## src/verilog/pwpc_pkg.sv

```systemverilog
// package: register map, field layouts and timing constants of the pulse width/period counter
package pwpc_pkg;
	// register byte offsets
	localparam logic [7:0] PWPC_CTRL_OFS = 8'h00;
	localparam logic [7:0] PWPC_CMD_OFS = 8'h04;
	localparam logic [7:0] PWPC_TBASE_OFS = 8'h08;
	localparam logic [7:0] PWPC_LIMIT_OFS = 8'h0C;
	localparam logic [7:0] PWPC_COUNT_OFS = 8'h10;
	localparam logic [7:0] PWPC_TIME_OFS = 8'h14;
	localparam logic [7:0] PWPC_STAT_OFS = 8'h18;
	localparam logic [7:0] PWPC_ISTAT_OFS = 8'h1C;
	localparam logic [7:0] PWPC_ICLR_OFS = 8'h20;
	localparam logic [7:0] PWPC_IEN_OFS = 8'h24;
	localparam logic [7:0] PWPC_PGEN_OFS = 8'h28;
	// measurement type codes
	localparam logic [1:0] PWPC_MT_HIGH = 2'h0;
	localparam logic [1:0] PWPC_MT_LOW = 2'h1;
	localparam logic [1:0] PWPC_MT_PER_RISE = 2'h2;
	localparam logic [1:0] PWPC_MT_PER_FALL = 2'h3;
	// field positions
	localparam int PWPC_CMD_START_BIT = 0;
	localparam int PWPC_CMD_ABORT_BIT = 1;
	localparam int PWPC_IRQ_DONE_BIT = 0;
	localparam int PWPC_IRQ_OVF_BIT = 1;
	localparam int PWPC_IRQ_TMO_BIT = 2;
	// reset values
	localparam logic [31:0] PWPC_TBASE_RST = 32'h0000_0000;
	localparam logic [31:0] PWPC_LIMIT_RST = 32'hFFFF_FFFF;
	localparam logic [15:0] PWPC_PGEN_RST = 16'h0001;
	// timebase and timing
	localparam int PWPC_CLK_HZ = 50_000_000;
	localparam logic [31:0] PWPC_INT_TB_HZ = 32'd10_000_000;
	localparam logic [31:0] PWPC_LIMIT_DEFAULT = 32'hFFFF_FFFF;
	localparam int PWPC_TB_DIV = PWPC_CLK_HZ / 10_000_000;
	localparam int PWPC_US_DIV = PWPC_CLK_HZ / 1_000_000;
	localparam int PWPC_DEF_LIMIT_S = 5;
	localparam int PWPC_DEF_LIMIT_US = PWPC_DEF_LIMIT_S * 1_000_000;
	localparam logic [18:0] PWPC_RANGE_TICKS = 19'd262144;
	localparam logic [31:0] PWPC_UDF_THRESH = 32'd4;
	localparam logic [31:0] PWPC_TC_SINGLE = 32'h0000_FFFF;
	localparam logic [31:0] PWPC_TC_CASCADE = 32'hFFFF_FFFF;
	localparam logic [19:0] PWPC_US_PER_S = 20'd1_000_000;
	localparam int PWPC_DIV_STEPS = 64;
	// control register layout
	typedef struct packed {
		logic pgen_en;
		logic cascade;
		logic [1:0] mtype;
	} pwpc_ctrl_t;
	localparam pwpc_ctrl_t PWPC_CTRL_RST = '{pgen_en: 1'b0, cascade: 1'b0, mtype: PWPC_MT_PER_RISE};
	// measurement result flags
	typedef struct packed {
		logic timeout;
		logic underflow;
		logic overflow;
		logic valid;
	} pwpc_res_t;
	typedef enum logic [2:0] {PWPC_IDLE, PWPC_ARM, PWPC_COUNT, PWPC_DIVIDE} pwpc_state_t;
endpackage

```

## src/verilog/pwpc_counter.sv

```systemverilog
// module: pulse width/period counter with apb registers, timeout and pulse-train output
// Function
// - type 0 high phase, 1 low phase
// - type 2 rising period default, 3 falling
// - count timebase ticks while input gates interval
// - timebase 0 or 10000000 selects internal clock
// - time result equals count over timebase, flagged
// - valid only without overflow or underflow
// - overflow at terminal count, not an error
// - cascaded count is high shl 16 plus low
// - limit of -1 selects default limit
// - timeout when no reading within limit
// - continuous mode toggles output pulse train
`timescale 1ns/1ps
`default_nettype none
module pwpc_counter
	import pwpc_pkg::*;
#(
	parameter int DEF_LIMIT_US = PWPC_DEF_LIMIT_US
) (
	input wire logic pclk,
	input wire logic presetn,
	input wire logic psel,
	input wire logic penable,
	input wire logic pwrite,
	input wire logic [31:0] paddr,
	input wire logic [31:0] pwdata,
	output logic [31:0] prdata,
	output logic pready,
	output logic pslverr,
	input wire logic measured_input_pin,
	input wire logic ext_timebase_pin,
	output logic counter_output_pin,
	output logic irq
);
	// opening edge of the selected interval
	function automatic logic open_edge(input logic [1:0] mt, input logic rise, input logic fall);
		open_edge = (mt == PWPC_MT_HIGH || mt == PWPC_MT_PER_RISE) ? rise : fall;
	endfunction
	// closing edge of the selected interval
	function automatic logic close_edge(input logic [1:0] mt, input logic rise, input logic fall);
		close_edge = (mt == PWPC_MT_LOW || mt == PWPC_MT_PER_RISE) ? rise : fall;
	endfunction

	pwpc_ctrl_t ctrl_q; // mode, cascade, pulse-train enable
	logic [31:0] tbase_q; // timebase setting in hz
	logic [31:0] limit_q; // time limit in microseconds, all ones = default
	logic [15:0] pgen_q; // pulse-train half period in timebase ticks
	logic [2:0] ien_q; // interrupt enables
	logic [2:0] istat_q; // sticky interrupt status
	pwpc_res_t res_q; // flags of the last measurement
	pwpc_state_t state_q; // measurement sequencer
	logic [31:0] cnt_q; // accumulated timebase ticks
	logic [31:0] time_q; // reported time in microseconds
	logic [2:0] gate_sync_q; // three-stage synchroniser on the measured pin
	logic gate_lvl_q; // filtered level of the measured pin
	logic [2:0] etb_sync_q; // three-stage synchroniser on the external timebase
	logic etb_lvl_q; // filtered level of the external timebase
	logic [2:0] tb_div_q; // internal timebase prescaler
	logic [5:0] us_div_q; // microsecond prescaler
	logic [31:0] us_cnt_q; // microseconds since start
	logic [18:0] rng_cnt_q; // timebase ticks since start, saturating
	logic [63:0] rem_q; // divider remainder
	logic [63:0] quo_q; // divider dividend / quotient
	logic [6:0] div_step_q; // divider iteration count
	logic [15:0] pg_cnt_q; // pulse-train phase counter
	logic pg_out_q; // pulse-train level

	logic setup_ph, wr_en, addr_ok, int_tb, tb_tick, us_tick;
	logic gate_rise, gate_fall, start, abort, tc_hit, limit_hit;
	logic [31:0] tc_val, limit_us, tb_hz, rd_data, cnt_d;
	logic [2:0] ev;
	logic [63:0] rem_sh;

	// apb decode: zero-wait slave, unmapped offsets raise pslverr
	assign setup_ph = psel && !penable;
	assign wr_en = psel && penable && pwrite && addr_ok;
	assign pready = 1'b1;
	assign pslverr = psel && penable && !addr_ok;
	always_comb begin
		addr_ok = (paddr[1:0] == 2'h0) && (paddr[31:8] == 24'h0);
		// only the listed word offsets exist
		unique case (paddr[7:0])
			PWPC_CTRL_OFS, PWPC_CMD_OFS, PWPC_TBASE_OFS, PWPC_LIMIT_OFS, PWPC_COUNT_OFS,
			PWPC_TIME_OFS, PWPC_STAT_OFS, PWPC_ISTAT_OFS, PWPC_ICLR_OFS, PWPC_IEN_OFS,
			PWPC_PGEN_OFS: ;
			default: addr_ok = 1'b0;
		endcase
	end
	assign start = wr_en && paddr[7:0] == PWPC_CMD_OFS && pwdata[PWPC_CMD_START_BIT];
	assign abort = wr_en && paddr[7:0] == PWPC_CMD_OFS && pwdata[PWPC_CMD_ABORT_BIT];

	// read mux; write-only registers read as zero
	always_comb begin
		rd_data = 32'h0000_0000;
		unique case (paddr[7:0])
			PWPC_CTRL_OFS: rd_data = {28'h0, ctrl_q};
			PWPC_TBASE_OFS: rd_data = tbase_q;
			PWPC_LIMIT_OFS: rd_data = limit_q;
			PWPC_COUNT_OFS: rd_data = cnt_q;
			PWPC_TIME_OFS: rd_data = time_q;
			PWPC_STAT_OFS: rd_data = {27'h0, state_q != PWPC_IDLE, res_q};
			PWPC_ISTAT_OFS: rd_data = {29'h0, istat_q};
			PWPC_IEN_OFS: rd_data = {29'h0, ien_q};
			PWPC_PGEN_OFS: rd_data = {16'h0, pgen_q};
			default: rd_data = 32'h0000_0000;
		endcase
	end

	// read data captured in the setup phase so it comes from a flop
	always_ff @(posedge pclk or negedge presetn) begin
		if (!presetn) begin
			prdata <= 32'h0000_0000;
		end else if (setup_ph && !pwrite) begin
			// refused offsets read zero even where the low byte aliases a register
			prdata <= addr_ok ? rd_data : 32'h0000_0000;
		end
	end

	// software-written configuration
	always_ff @(posedge pclk or negedge presetn) begin
		if (!presetn) begin
			ctrl_q <= PWPC_CTRL_RST;
			tbase_q <= PWPC_TBASE_RST;
			limit_q <= PWPC_LIMIT_RST;
			pgen_q <= PWPC_PGEN_RST;
			ien_q <= 3'h0;
		end else if (wr_en) begin
			unique case (paddr[7:0])
				PWPC_CTRL_OFS: ctrl_q <= pwdata[3:0];
				PWPC_TBASE_OFS: tbase_q <= pwdata;
				PWPC_LIMIT_OFS: limit_q <= pwdata;
				PWPC_PGEN_OFS: pgen_q <= pwdata[15:0];
				PWPC_IEN_OFS: ien_q <= pwdata[2:0];
				default: ;
			endcase
		end
	end

	// pin synchronisers; a level change counts once stages two and three agree
	always_ff @(posedge pclk or negedge presetn) begin
		if (!presetn) begin
			gate_sync_q <= 3'h0;
			gate_lvl_q <= 1'b0;
			etb_sync_q <= 3'h0;
			etb_lvl_q <= 1'b0;
		end else begin
			gate_sync_q <= {gate_sync_q[1:0], measured_input_pin};
			etb_sync_q <= {etb_sync_q[1:0], ext_timebase_pin};
			if (gate_sync_q[1] == gate_sync_q[2]) begin
				gate_lvl_q <= gate_sync_q[2];
			end
			if (etb_sync_q[1] == etb_sync_q[2]) begin
				etb_lvl_q <= etb_sync_q[2];
			end
		end
	end
	assign gate_rise = gate_sync_q[1] == gate_sync_q[2] && gate_sync_q[2] && !gate_lvl_q;
	assign gate_fall = gate_sync_q[1] == gate_sync_q[2] && !gate_sync_q[2] && gate_lvl_q;

	// timebase select; the internal clock is an enable pulse every fifth pclk
	assign int_tb = tbase_q == 32'h0 || tbase_q == PWPC_INT_TB_HZ;
	assign tb_hz = int_tb ? PWPC_INT_TB_HZ : tbase_q;
	assign tb_tick = int_tb ? (tb_div_q == 3'(PWPC_TB_DIV - 1))
		: (etb_sync_q[1] == etb_sync_q[2] && etb_sync_q[2] && !etb_lvl_q);
	assign us_tick = us_div_q == 6'(PWPC_US_DIV - 1);
	always_ff @(posedge pclk or negedge presetn) begin
		if (!presetn) begin
			tb_div_q <= 3'h0;
			us_div_q <= 6'h0;
		end else begin
			tb_div_q <= (tb_div_q == 3'(PWPC_TB_DIV - 1)) ? 3'h0 : tb_div_q + 3'h1;
			us_div_q <= us_tick ? 6'h0 : us_div_q + 6'h1;
		end
	end

	// the two 16-bit halves act as one counter when cascaded
	assign tc_val = ctrl_q.cascade ? PWPC_TC_CASCADE : PWPC_TC_SINGLE;
	assign tc_hit = cnt_q == tc_val;
	// default limit waits for both five seconds and four counter ranges
	assign limit_us = (limit_q == PWPC_LIMIT_DEFAULT) ? 32'(DEF_LIMIT_US) : limit_q;
	assign limit_hit = us_cnt_q >= limit_us
		&& (limit_q != PWPC_LIMIT_DEFAULT || rng_cnt_q == PWPC_RANGE_TICKS);
	assign rem_sh = {rem_q[62:0], quo_q[63]};
	// count including a tick in the closing cycle, so flags and time match count
	assign cnt_d = (state_q == PWPC_COUNT && tb_tick && !tc_hit) ? cnt_q + 32'h1 : cnt_q;

	// measurement sequencer
	always_ff @(posedge pclk or negedge presetn) begin
		if (!presetn) begin
			state_q <= PWPC_IDLE;
		end else if (abort) begin
			state_q <= PWPC_IDLE;
		end else begin
			unique case (state_q)
				PWPC_IDLE: if (start) state_q <= PWPC_ARM;
				// partial interval already running is ignored until its opening edge
				PWPC_ARM: begin
					if (limit_hit) state_q <= PWPC_IDLE;
					else if (open_edge(ctrl_q.mtype, gate_rise, gate_fall)) state_q <= PWPC_COUNT;
				end
				PWPC_COUNT: begin
					if (close_edge(ctrl_q.mtype, gate_rise, gate_fall) || tc_hit) begin
						state_q <= PWPC_DIVIDE;
					end else if (limit_hit) begin
						state_q <= PWPC_IDLE;
					end
				end
				PWPC_DIVIDE: if (div_step_q == 7'(PWPC_DIV_STEPS)) state_q <= PWPC_IDLE;
				// unused state codes fall back to idle
				default: state_q <= PWPC_IDLE;
			endcase
		end
	end

	// tick accumulator and timeout clocks
	always_ff @(posedge pclk or negedge presetn) begin
		if (!presetn) begin
			cnt_q <= 32'h0;
			us_cnt_q <= 32'h0;
			rng_cnt_q <= 19'h0;
		end else if (start && state_q == PWPC_IDLE) begin
			cnt_q <= 32'h0;
			us_cnt_q <= 32'h0;
			rng_cnt_q <= 19'h0;
		end else begin
			// counting only inside the gated interval, held at terminal count
			if (state_q == PWPC_COUNT && tb_tick && !tc_hit) begin
				cnt_q <= cnt_q + 32'h1;
			end
			if (us_tick && us_cnt_q != 32'hFFFF_FFFF) begin
				us_cnt_q <= us_cnt_q + 32'h1;
			end
			if (tb_tick && rng_cnt_q != PWPC_RANGE_TICKS) begin
				rng_cnt_q <= rng_cnt_q + 19'h1;
			end
		end
	end

	// result flags; cleared at start so stale flags never mix with a new run
	always_ff @(posedge pclk or negedge presetn) begin
		if (!presetn) begin
			res_q <= '0;
		end else if (start && state_q == PWPC_IDLE) begin
			res_q <= '0;
		end else if (state_q == PWPC_COUNT && !abort) begin
			if (close_edge(ctrl_q.mtype, gate_rise, gate_fall) || tc_hit) begin
				res_q.overflow <= tc_hit;
				res_q.underflow <= cnt_d <= PWPC_UDF_THRESH;
				res_q.valid <= !tc_hit && cnt_d > PWPC_UDF_THRESH;
			end else if (limit_hit) begin
				res_q.timeout <= 1'b1;
			end
		end else if (state_q == PWPC_ARM && limit_hit && !abort) begin
			res_q.timeout <= 1'b1;
		end
	end

	// time = count * 1e6 / timebase, restoring division one bit per cycle
	// slow but small; the result lands 65 cycles after the interval closes
	always_ff @(posedge pclk or negedge presetn) begin
		if (!presetn) begin
			rem_q <= 64'h0;
			quo_q <= 64'h0;
			div_step_q <= 7'h0;
			time_q <= 32'h0;
		end else if (state_q == PWPC_COUNT) begin
			rem_q <= 64'h0;
			quo_q <= 64'(cnt_d) * 64'(PWPC_US_PER_S);
			div_step_q <= 7'h0;
		end else if (state_q == PWPC_DIVIDE) begin
			if (div_step_q == 7'(PWPC_DIV_STEPS)) begin
				time_q <= quo_q[31:0];
			end else begin
				div_step_q <= div_step_q + 7'h1;
				if (rem_sh >= {32'h0, tb_hz}) begin
					rem_q <= rem_sh - {32'h0, tb_hz};
					quo_q <= {quo_q[62:0], 1'b1};
				end else begin
					rem_q <= rem_sh;
					quo_q <= {quo_q[62:0], 1'b0};
				end
			end
		end
	end

	// events: done, overflow, timeout
	assign ev[PWPC_IRQ_DONE_BIT] = state_q == PWPC_DIVIDE && div_step_q == 7'(PWPC_DIV_STEPS);
	assign ev[PWPC_IRQ_OVF_BIT] = state_q == PWPC_COUNT && tc_hit && !abort;
	assign ev[PWPC_IRQ_TMO_BIT] = (state_q == PWPC_ARM
		|| (state_q == PWPC_COUNT && !tc_hit && !close_edge(ctrl_q.mtype, gate_rise, gate_fall)))
		&& limit_hit && !abort;

	// sticky status; a new event wins over a clear in the same cycle
	always_ff @(posedge pclk or negedge presetn) begin
		if (!presetn) begin
			istat_q <= 3'h0;
		end else begin
			istat_q <= (istat_q & ~((wr_en && paddr[7:0] == PWPC_ICLR_OFS) ? pwdata[2:0] : 3'h0)) | ev;
		end
	end
	assign irq = |(istat_q & ien_q);

	// continuous pulse train, half period per phase in timebase ticks
	always_ff @(posedge pclk or negedge presetn) begin
		if (!presetn) begin
			pg_cnt_q <= 16'h0;
			pg_out_q <= 1'b0;
		end else if (!ctrl_q.pgen_en) begin
			pg_cnt_q <= 16'h0;
			pg_out_q <= 1'b0;
		end else if (tb_tick) begin
			if (pg_cnt_q + 16'h1 >= pgen_q) begin
				pg_cnt_q <= 16'h0;
				pg_out_q <= !pg_out_q;
			end else begin
				pg_cnt_q <= pg_cnt_q + 16'h1;
			end
		end
	end
	assign counter_output_pin = pg_out_q;
endmodule
`default_nettype wire

```

## config.mk

```make
export PLATFORM = sky130hd
export DESIGN_NAME = pwpc_counter
export DESIGN_NICKNAME = d
export VERILOG_FILES = /design/src/verilog/pwpc_pkg.sv /design/src/verilog/pwpc_counter.sv
export SDC_FILE = /design/constraint.sdc
export NUM_CORES = 1
export LEC_CHECK = 0
export ABC_AREA = 0
export BUFFER_PORTS_ARGS = -buffer_cell sky130_fd_sc_hd__clkbuf_2
export CELL_PAD_IN_SITES_DETAIL_PLACEMENT = 0
export CELL_PAD_IN_SITES_GLOBAL_PLACEMENT = 1
export CORE_MARGIN = 4
export CORE_UTILIZATION = 46
export CTS_BUF_LIST = sky130_fd_sc_hd__clkbuf_8
export CTS_CLUSTER_SIZE = 25
export DETAILED_ROUTE_END_ITERATION = 10
export PLACE_DENSITY = 0.76
export SYNTH_ARGS = -nofsm -noshare
export SYNTH_HDL_FRONTEND = slang
export SYNTH_SLANG_ARGS = --single-unit
```

## constraint.sdc

```tcl
create_clock -name pclk -period 8 [get_ports pclk]
set_clock_uncertainty 0.05 [all_clocks]
set_input_delay 1.6 -clock pclk [delete_from_list [all_inputs] [get_ports pclk]]
set_output_delay 1.6 -clock pclk [all_outputs]
set_load 0.02 [all_outputs]
```

Yosys cells after proc, flatten, opt, wreduce, memory -nomap -nowiden
Cells that the tools add are included.
- output and inout port bits: 36
- bits in writable memories: 0
- register bits: 412
- bits in read-only memories: 0
- bits in latches: 0
- memories kept: 0
- word-level logic and storage cells: 210
- add/subtract/negate cells: 8
- multipliers: 1
- muxes and demuxes: 50
- shift operators: 0
- eq/ne operators: 36
- bitwise gates (word level): 5
- div/mod/pow operators: 0
- $lt $le $gt $ge: 5
- reductions and logical operators: 76
- operators by type and width (operator ; number):
    32-bit one-hot mux with 9 select lines ; 1
    32-bit two-way mux ; 8
    63-bit two-way mux ; 4
    64-bit two-way mux ; 3
    32-bit by 1-bit adder with 32-bit output, second input constant ; 2
    64-bit by 32-bit greater-or-equal comparator with 1-bit output ; 1
    32-bit != test, second input constant ; 2
    63-bit by 32-bit subtractor with 63-bit output ; 1
    16-bit two-way mux ; 3
    32-bit by 14-bit multiplier with 46-bit output, second input constant ; 1
    19-bit two-way mux ; 2
    1-bit logical AND ; 34
    3-bit two-way mux ; 11
    32-bit by 24-bit == test with 1-bit output, second input constant ; 1
    32-bit == test ; 1
    32-bit == test, second input constant ; 1
    8-bit by 5-bit == test with 1-bit output, second input constant ; 4
    32-bit greater-or-equal comparator ; 1
    32-bit by 3-bit > comparator with 1-bit output, second input constant ; 1
    32-bit by 3-bit less-or-equal comparator with 1-bit output, second input constant ; 1
    32-bit logical NOT ; 1
    8-bit by 6-bit == test with 1-bit output, second input constant ; 3
    24-bit logical NOT ; 1
    7-bit two-way mux ; 3
    41 further kinds ; 90

Depth between registers and ports, before layout
- depth after elaboration: 12
- mapped depth: 36

Worst setup path before layout
No wires, ideal clock.
- path kind: flip-flop to flip-flop
- start: register tbase_q[1]
- end: register quo_q[47]
- buffers on the path: 2
- stages on the path, launching flop included: 35
- arrival: 7.976 ns
- setup slack: -0.160 ns
- required time: 7.816 ns
- period minus slack after synthesis: 8.160 ns
- path through: dfrtp_1 nor4_1 nand4_1 a211oi_2 mux2i_2 and3_1 buf_2 and2_0 clkbuf_1 nand3_1 xor2_1 inv_1 fa_1 inv_1 fa_1 inv_1 fa_1 inv_1 fa_1 inv_1 ha_1 inv_1 fa_1 inv_1 ha_1 a21oi_1 o21ai_0 a21o_1 a21o_1 a21oi_1 o21ai_0 a311o_1 a31oi_1 xor2_1 o21ai_0
- longest elaborated chain between the ends: 8
- elaborated cells on any way between the ends: 9
- those cells by class: 1 x mul; 1 x eq/ne; 3 x mux; 4 x reduce/logical
- RTL lines (element ; line ; RTL):
    from (decl) ; pwpc_counter.sv:46 ; logic [31:0] tbase_q;
    from (signal assigned) ; pwpc_counter.sv:131 ; PWPC_TBASE_OFS: tbase_q <= pwdata;
    32-bit by 24-bit == test with 1-bit output or 32-bit logical NOT (tied branches) ; pwpc_counter.sv:162 ; assign int_tb = tbase_q == 32'h0 || tbase_q == PWPC_INT_TB_HZ;
    1-bit logical OR * ; pwpc_counter.sv:162 ;
    1-bit two-way mux * ; pwpc_counter.sv:164 ; assign tb_tick = int_tb ? (tb_div_q == 3'(PWPC_TB_DIV - 1))
    1-bit logical AND * (2 in a row) ; pwpc_counter.sv:186 ; assign cnt_d = (state_q == PWPC_COUNT && tb_tick && !tc_hit) ? cnt_q + 32'h1 : cnt_q;
    32-bit two-way mux * ; - ;
    32-bit by 14-bit multiplier with 46-bit output * ; pwpc_counter.sv:269 ; quo_q <= 64'(cnt_d) * 64'(PWPC_US_PER_S);
    64-bit two-way mux * ; pwpc_counter.sv:267 ; end else if (state_q == PWPC_COUNT) begin
    to (signal assigned) ; pwpc_counter.sv:269 ;
    to (signal assigned) ; pwpc_counter.sv:278 ; quo_q <= {quo_q[62:0], 1'b1};
    to (signal assigned) ; pwpc_counter.sv:281 ; quo_q <= {quo_q[62:0], 1'b0};
    to (decl) ; pwpc_counter.sv:64 ; logic [63:0] quo_q;
Every way passes the cells marked *; elsewhere a longest branch is shown, timed or not.
A chain may end at the register's enable or synchronous reset.

Final worst setup path
- start: register tbase_q[25]
- end: register quo_q[47]
The elaborated chain is that of the path after synthesis.

==> results.cfg <==
[sta]
maxSlewHeadroom_pct = 17.98
setup_viol = 0
holdWs_ns = 0.2977
fin_crit_ns = 7.757
fmax_ghz = 0.1289
finalMaxSlewViolations = 0
fin_ws_ns = 0.2434
tightest_slew_ns = 1.213
rsz0062_at_grt = yes
fin_crit_sh_pct = 96.96
fin_tns_setup_ns = 0
hold_viol = 0

[global_route]
grt-ovfl-total = 0
grt_usage_pct = 25.62
antenna_found_initial = 4
grt_pass1_wl_mm = 142.5
grt_pass1_vias = 25260
grt_max_degree = 148

[power_and_ir_drop]
cellLeakagePower_nw = 16.95
irDropWorstVdd_uv = 92.92
power_density_mw_per_mm2 = 122.1

[clock_network]
cts_hold_buffers = 0
cts_buffer_depth = 3
cts_sinks = 411
htreeDepth = 3
clkLatencyLatePin_ns = 0.68
clk_pin_slew_ns = 0.06
cts-buffers-inserted = 78
root_buffer = clkbuf_8
cts_tree = built

[cells_and_area]
multi_input_area_mm2 = 0.01870
finalNetCount = 3982
drive_above_1_share_pct = 22.76
layout_common_cells = dfrtp_1, nand2_1, inv_1
syn_to_final_growth_pct = 19.34
fillers = 5771
regArea_mm2 = 0.01033
final_cells = 4460
layout_commonest_cell = dfrtp_1

[setup_path]
r2r_start = tbase_q[25]$_DFFE_PN0P_
crit_top_cell = inv_1
required_ns = 8.47
crit_path_end_kind = flop
critical_path.slowest_cell = fa_1
crit_path_start_kind = flop
critPathKind = reg2reg
critPathArrivalTime_ns = 8.23
startpoint = tbase_q[25]$_DFFE_PN0P_
crit_fanout = 5
critPathMaxStageDelay_ns = 0.51

[placed_design]
numPortBuffers = 105
place_congestion = 0.9155
dp.final_hpwl_mm = 69.88
post-place-ws_ns = -0.2948
dp_cells = 4292

[yosys]
synth_fa_ha_area_share_pct = 18.53
synthesis.area_mm2 = 0.02993
synthSimpleGateAreaFrac_pct = 14.56
synth_area_leaders = dfrtp_1, ha_1, fa_1, mux2_2, nand2_1
syn-num-nets = 3637
ys_ff_latch = 411
synth_top_flop_cell = dfrtp_1
async_flop_share_pct = 100.0
synthCells = 3194
synth_cell_types = 88
synthMuxAreaShare_pct = 5.221
yosys.area.top_type_share_pct = 31.52
avgSynthCellArea_um2 = 9.372
seq_area_frac_synth_pct = 34.50
synth_top_family_by_area = adder cells
yosysTopAreaCell = dfrtp_1
synth-xor-area-share_pct = 6.951
synth_compound_area_share_pct = 14.53
synth_edf_count = 0
yosysWarnings = 0

[die]
die_w_um = 263.1
start_util_pct = 46.43
row_count = 93
coreArea_mm2 = 0.06446
io_pins = 107
die_h_um = 263.1
die-area_mm2 = 0.06922

[route]
num_vias = 25010
wl_mm = 91.10
drtIter0Drc = 1947
drt-pass1-iter-count = 8
vias_per_cell = 5.608
drc = 0
drtAntennaViolNets = 0
wl_per_cell_um = 20.43

[job]
maxCapViolCount = 0

[worst_hold_path]
hp-class = reg2reg
hp-start = gate_sync_q[0]$_DFF_PN0_

[run_status]
status = finished clean
-- path summary, 6_finish.rpt --
| kind | end | slack, ns | cells after the start |
|---|---|---|---|
| setup / recovery | quo_q[47]$_DFFE_PN0P_ | 0.24 | 33 |
| hold / removal | gate_sync_q[1]$_DFF_PN0_ | 0.30 | 0 |
| setup reg to reg | quo_q[47]$_DFFE_PN0P_ | 0.24 | 33 |
| hold reg to reg | gate_sync_q[1]$_DFF_PN0_ | 0.30 | 0 |
| max in group asynchronous | cnt_q[19]$_DFF_PN0_ | 5.59 | 2 |
| min in group asynchronous | rem_q[60]$_DFFE_PN0P_ | 0.88 | 1 |
-- critical path: cells and delay by family (launching register included) --
kind	cells	cell delay [ns]
AOI/OAI and AO/OA	7	1.55
xor gates and xnor gates	2	0.53
adders and majority gates	7	2.43
buffers and inverters	9	0.93
DFF	1	0.41
muxes	1	0.30
and+or+nand+nor	7	1.40
-- registers in the layout, summed over array words and instances, names as in the netlist, 3 cells and up --
name / cells
quo_q: 64
rem_q: 63
cnt_q: 32
limit_q: 32
prdata: 32
tbase_q: 32
time_q: 32
us_cnt_q: 32
rng_cnt_q: 19
pg_cnt_q: 16
pgen_q: 16
div_step_q: 7
us_div_q: 6
ctrl_q: 4
res_q: 4
etb_sync_q: 3
gate_sync_q: 3
ien_q: 3
istat_q: 3
tb_div_q: 3
-- final cells by class --
cell class	instances	area share, %
inverters	325	3.415
clock buffers	106	4.084
clock inverters	38	0.6305
diodes	2	0.01401
well taps	855	2.995
repair buffers	385	7.614
multi-input cells	2338	52.34
flip-flops and latches	411	28.91
-- synthesized netlist by cell type, types with 6 or more instances --
master and number:
o211ai_1 11, xor2_1 108, nand3_1 83, a222oi_1 8, o21a_1 16, nor4_1 41, clkbuf_1 93, or3_1 19
dfrtp_1 377, nor2b_1 13, and4_1 7, nor3_1 34, ha_1 256, a21oi_1 111, fa_1 116, a211oi_1 11
and3_1 32, o21ai_0 195, dfstp_2 34, nand4_1 61, a31oi_1 40, o22ai_1 11, or4_1 6, buf_2 6
nand2b_1 17, and2_1 7, mux2_2 123, inv_1 321, nor3b_1 6, nor2_1 234, a21o_1 76, buf_1 14
nand2_1 346, nand3b_1 9, a22o_1 45, a221oi_1 29, xnor2_1 109, o21bai_1 15, a22oi_1 37, a32oi_1 7
mux2i_1 15
-- metal layers --
layer / wire length [um] / GRT usage (%)
met4: 2306 / 7.277
met2: 41760 / 40.59
met1: 41640 / 36.88
met5: 13 / 0
met3: 5381 / 3.664
-- where the power goes --
part / switching, mW / leakage, nW / internal [mW]
clock: 0.986 / 0.959 / 1.20
sequential: 0.00187 / 5.11 / 2.08
combinational: 0.0702 / 10.9 / 0.0203
total: 1.06 / 17.0 / 3.30
-- metrics by stage --
| step | power [mW] | util, % | area, um2 |
|---|---|---|---|
| after floorplan | 2.134 | - | 29960 |
| after global placement | 2.213 | 51.30 | 33070 |
| after detailed placement | 2.215 | 51.30 | 33070 |
| after CTS | 4.421 | 53.96 | 34780 |
| after global routing | 4.530 | 55.41 | 35720 |
| final | 4.362 | 55.42 | 35720 |
-- kinds of logic after synthesis --
kind of cell | count (synthesis)
and+or+nand+nor | 933
muxes | 140
buffers and inverters | 445
adders and majority gates | 374
other | 1
DFF | 411
xor gates and xnor gates | 226
AOI/OAI and AO/OA | 664
-- timing repair --
action	CTS	global route
buffers inserted	1	22
resized for setup	5	153
pin swaps	1	96
setup endpoints to repair	16	22
Note: power is estimated with default switching activity, not from simulation.
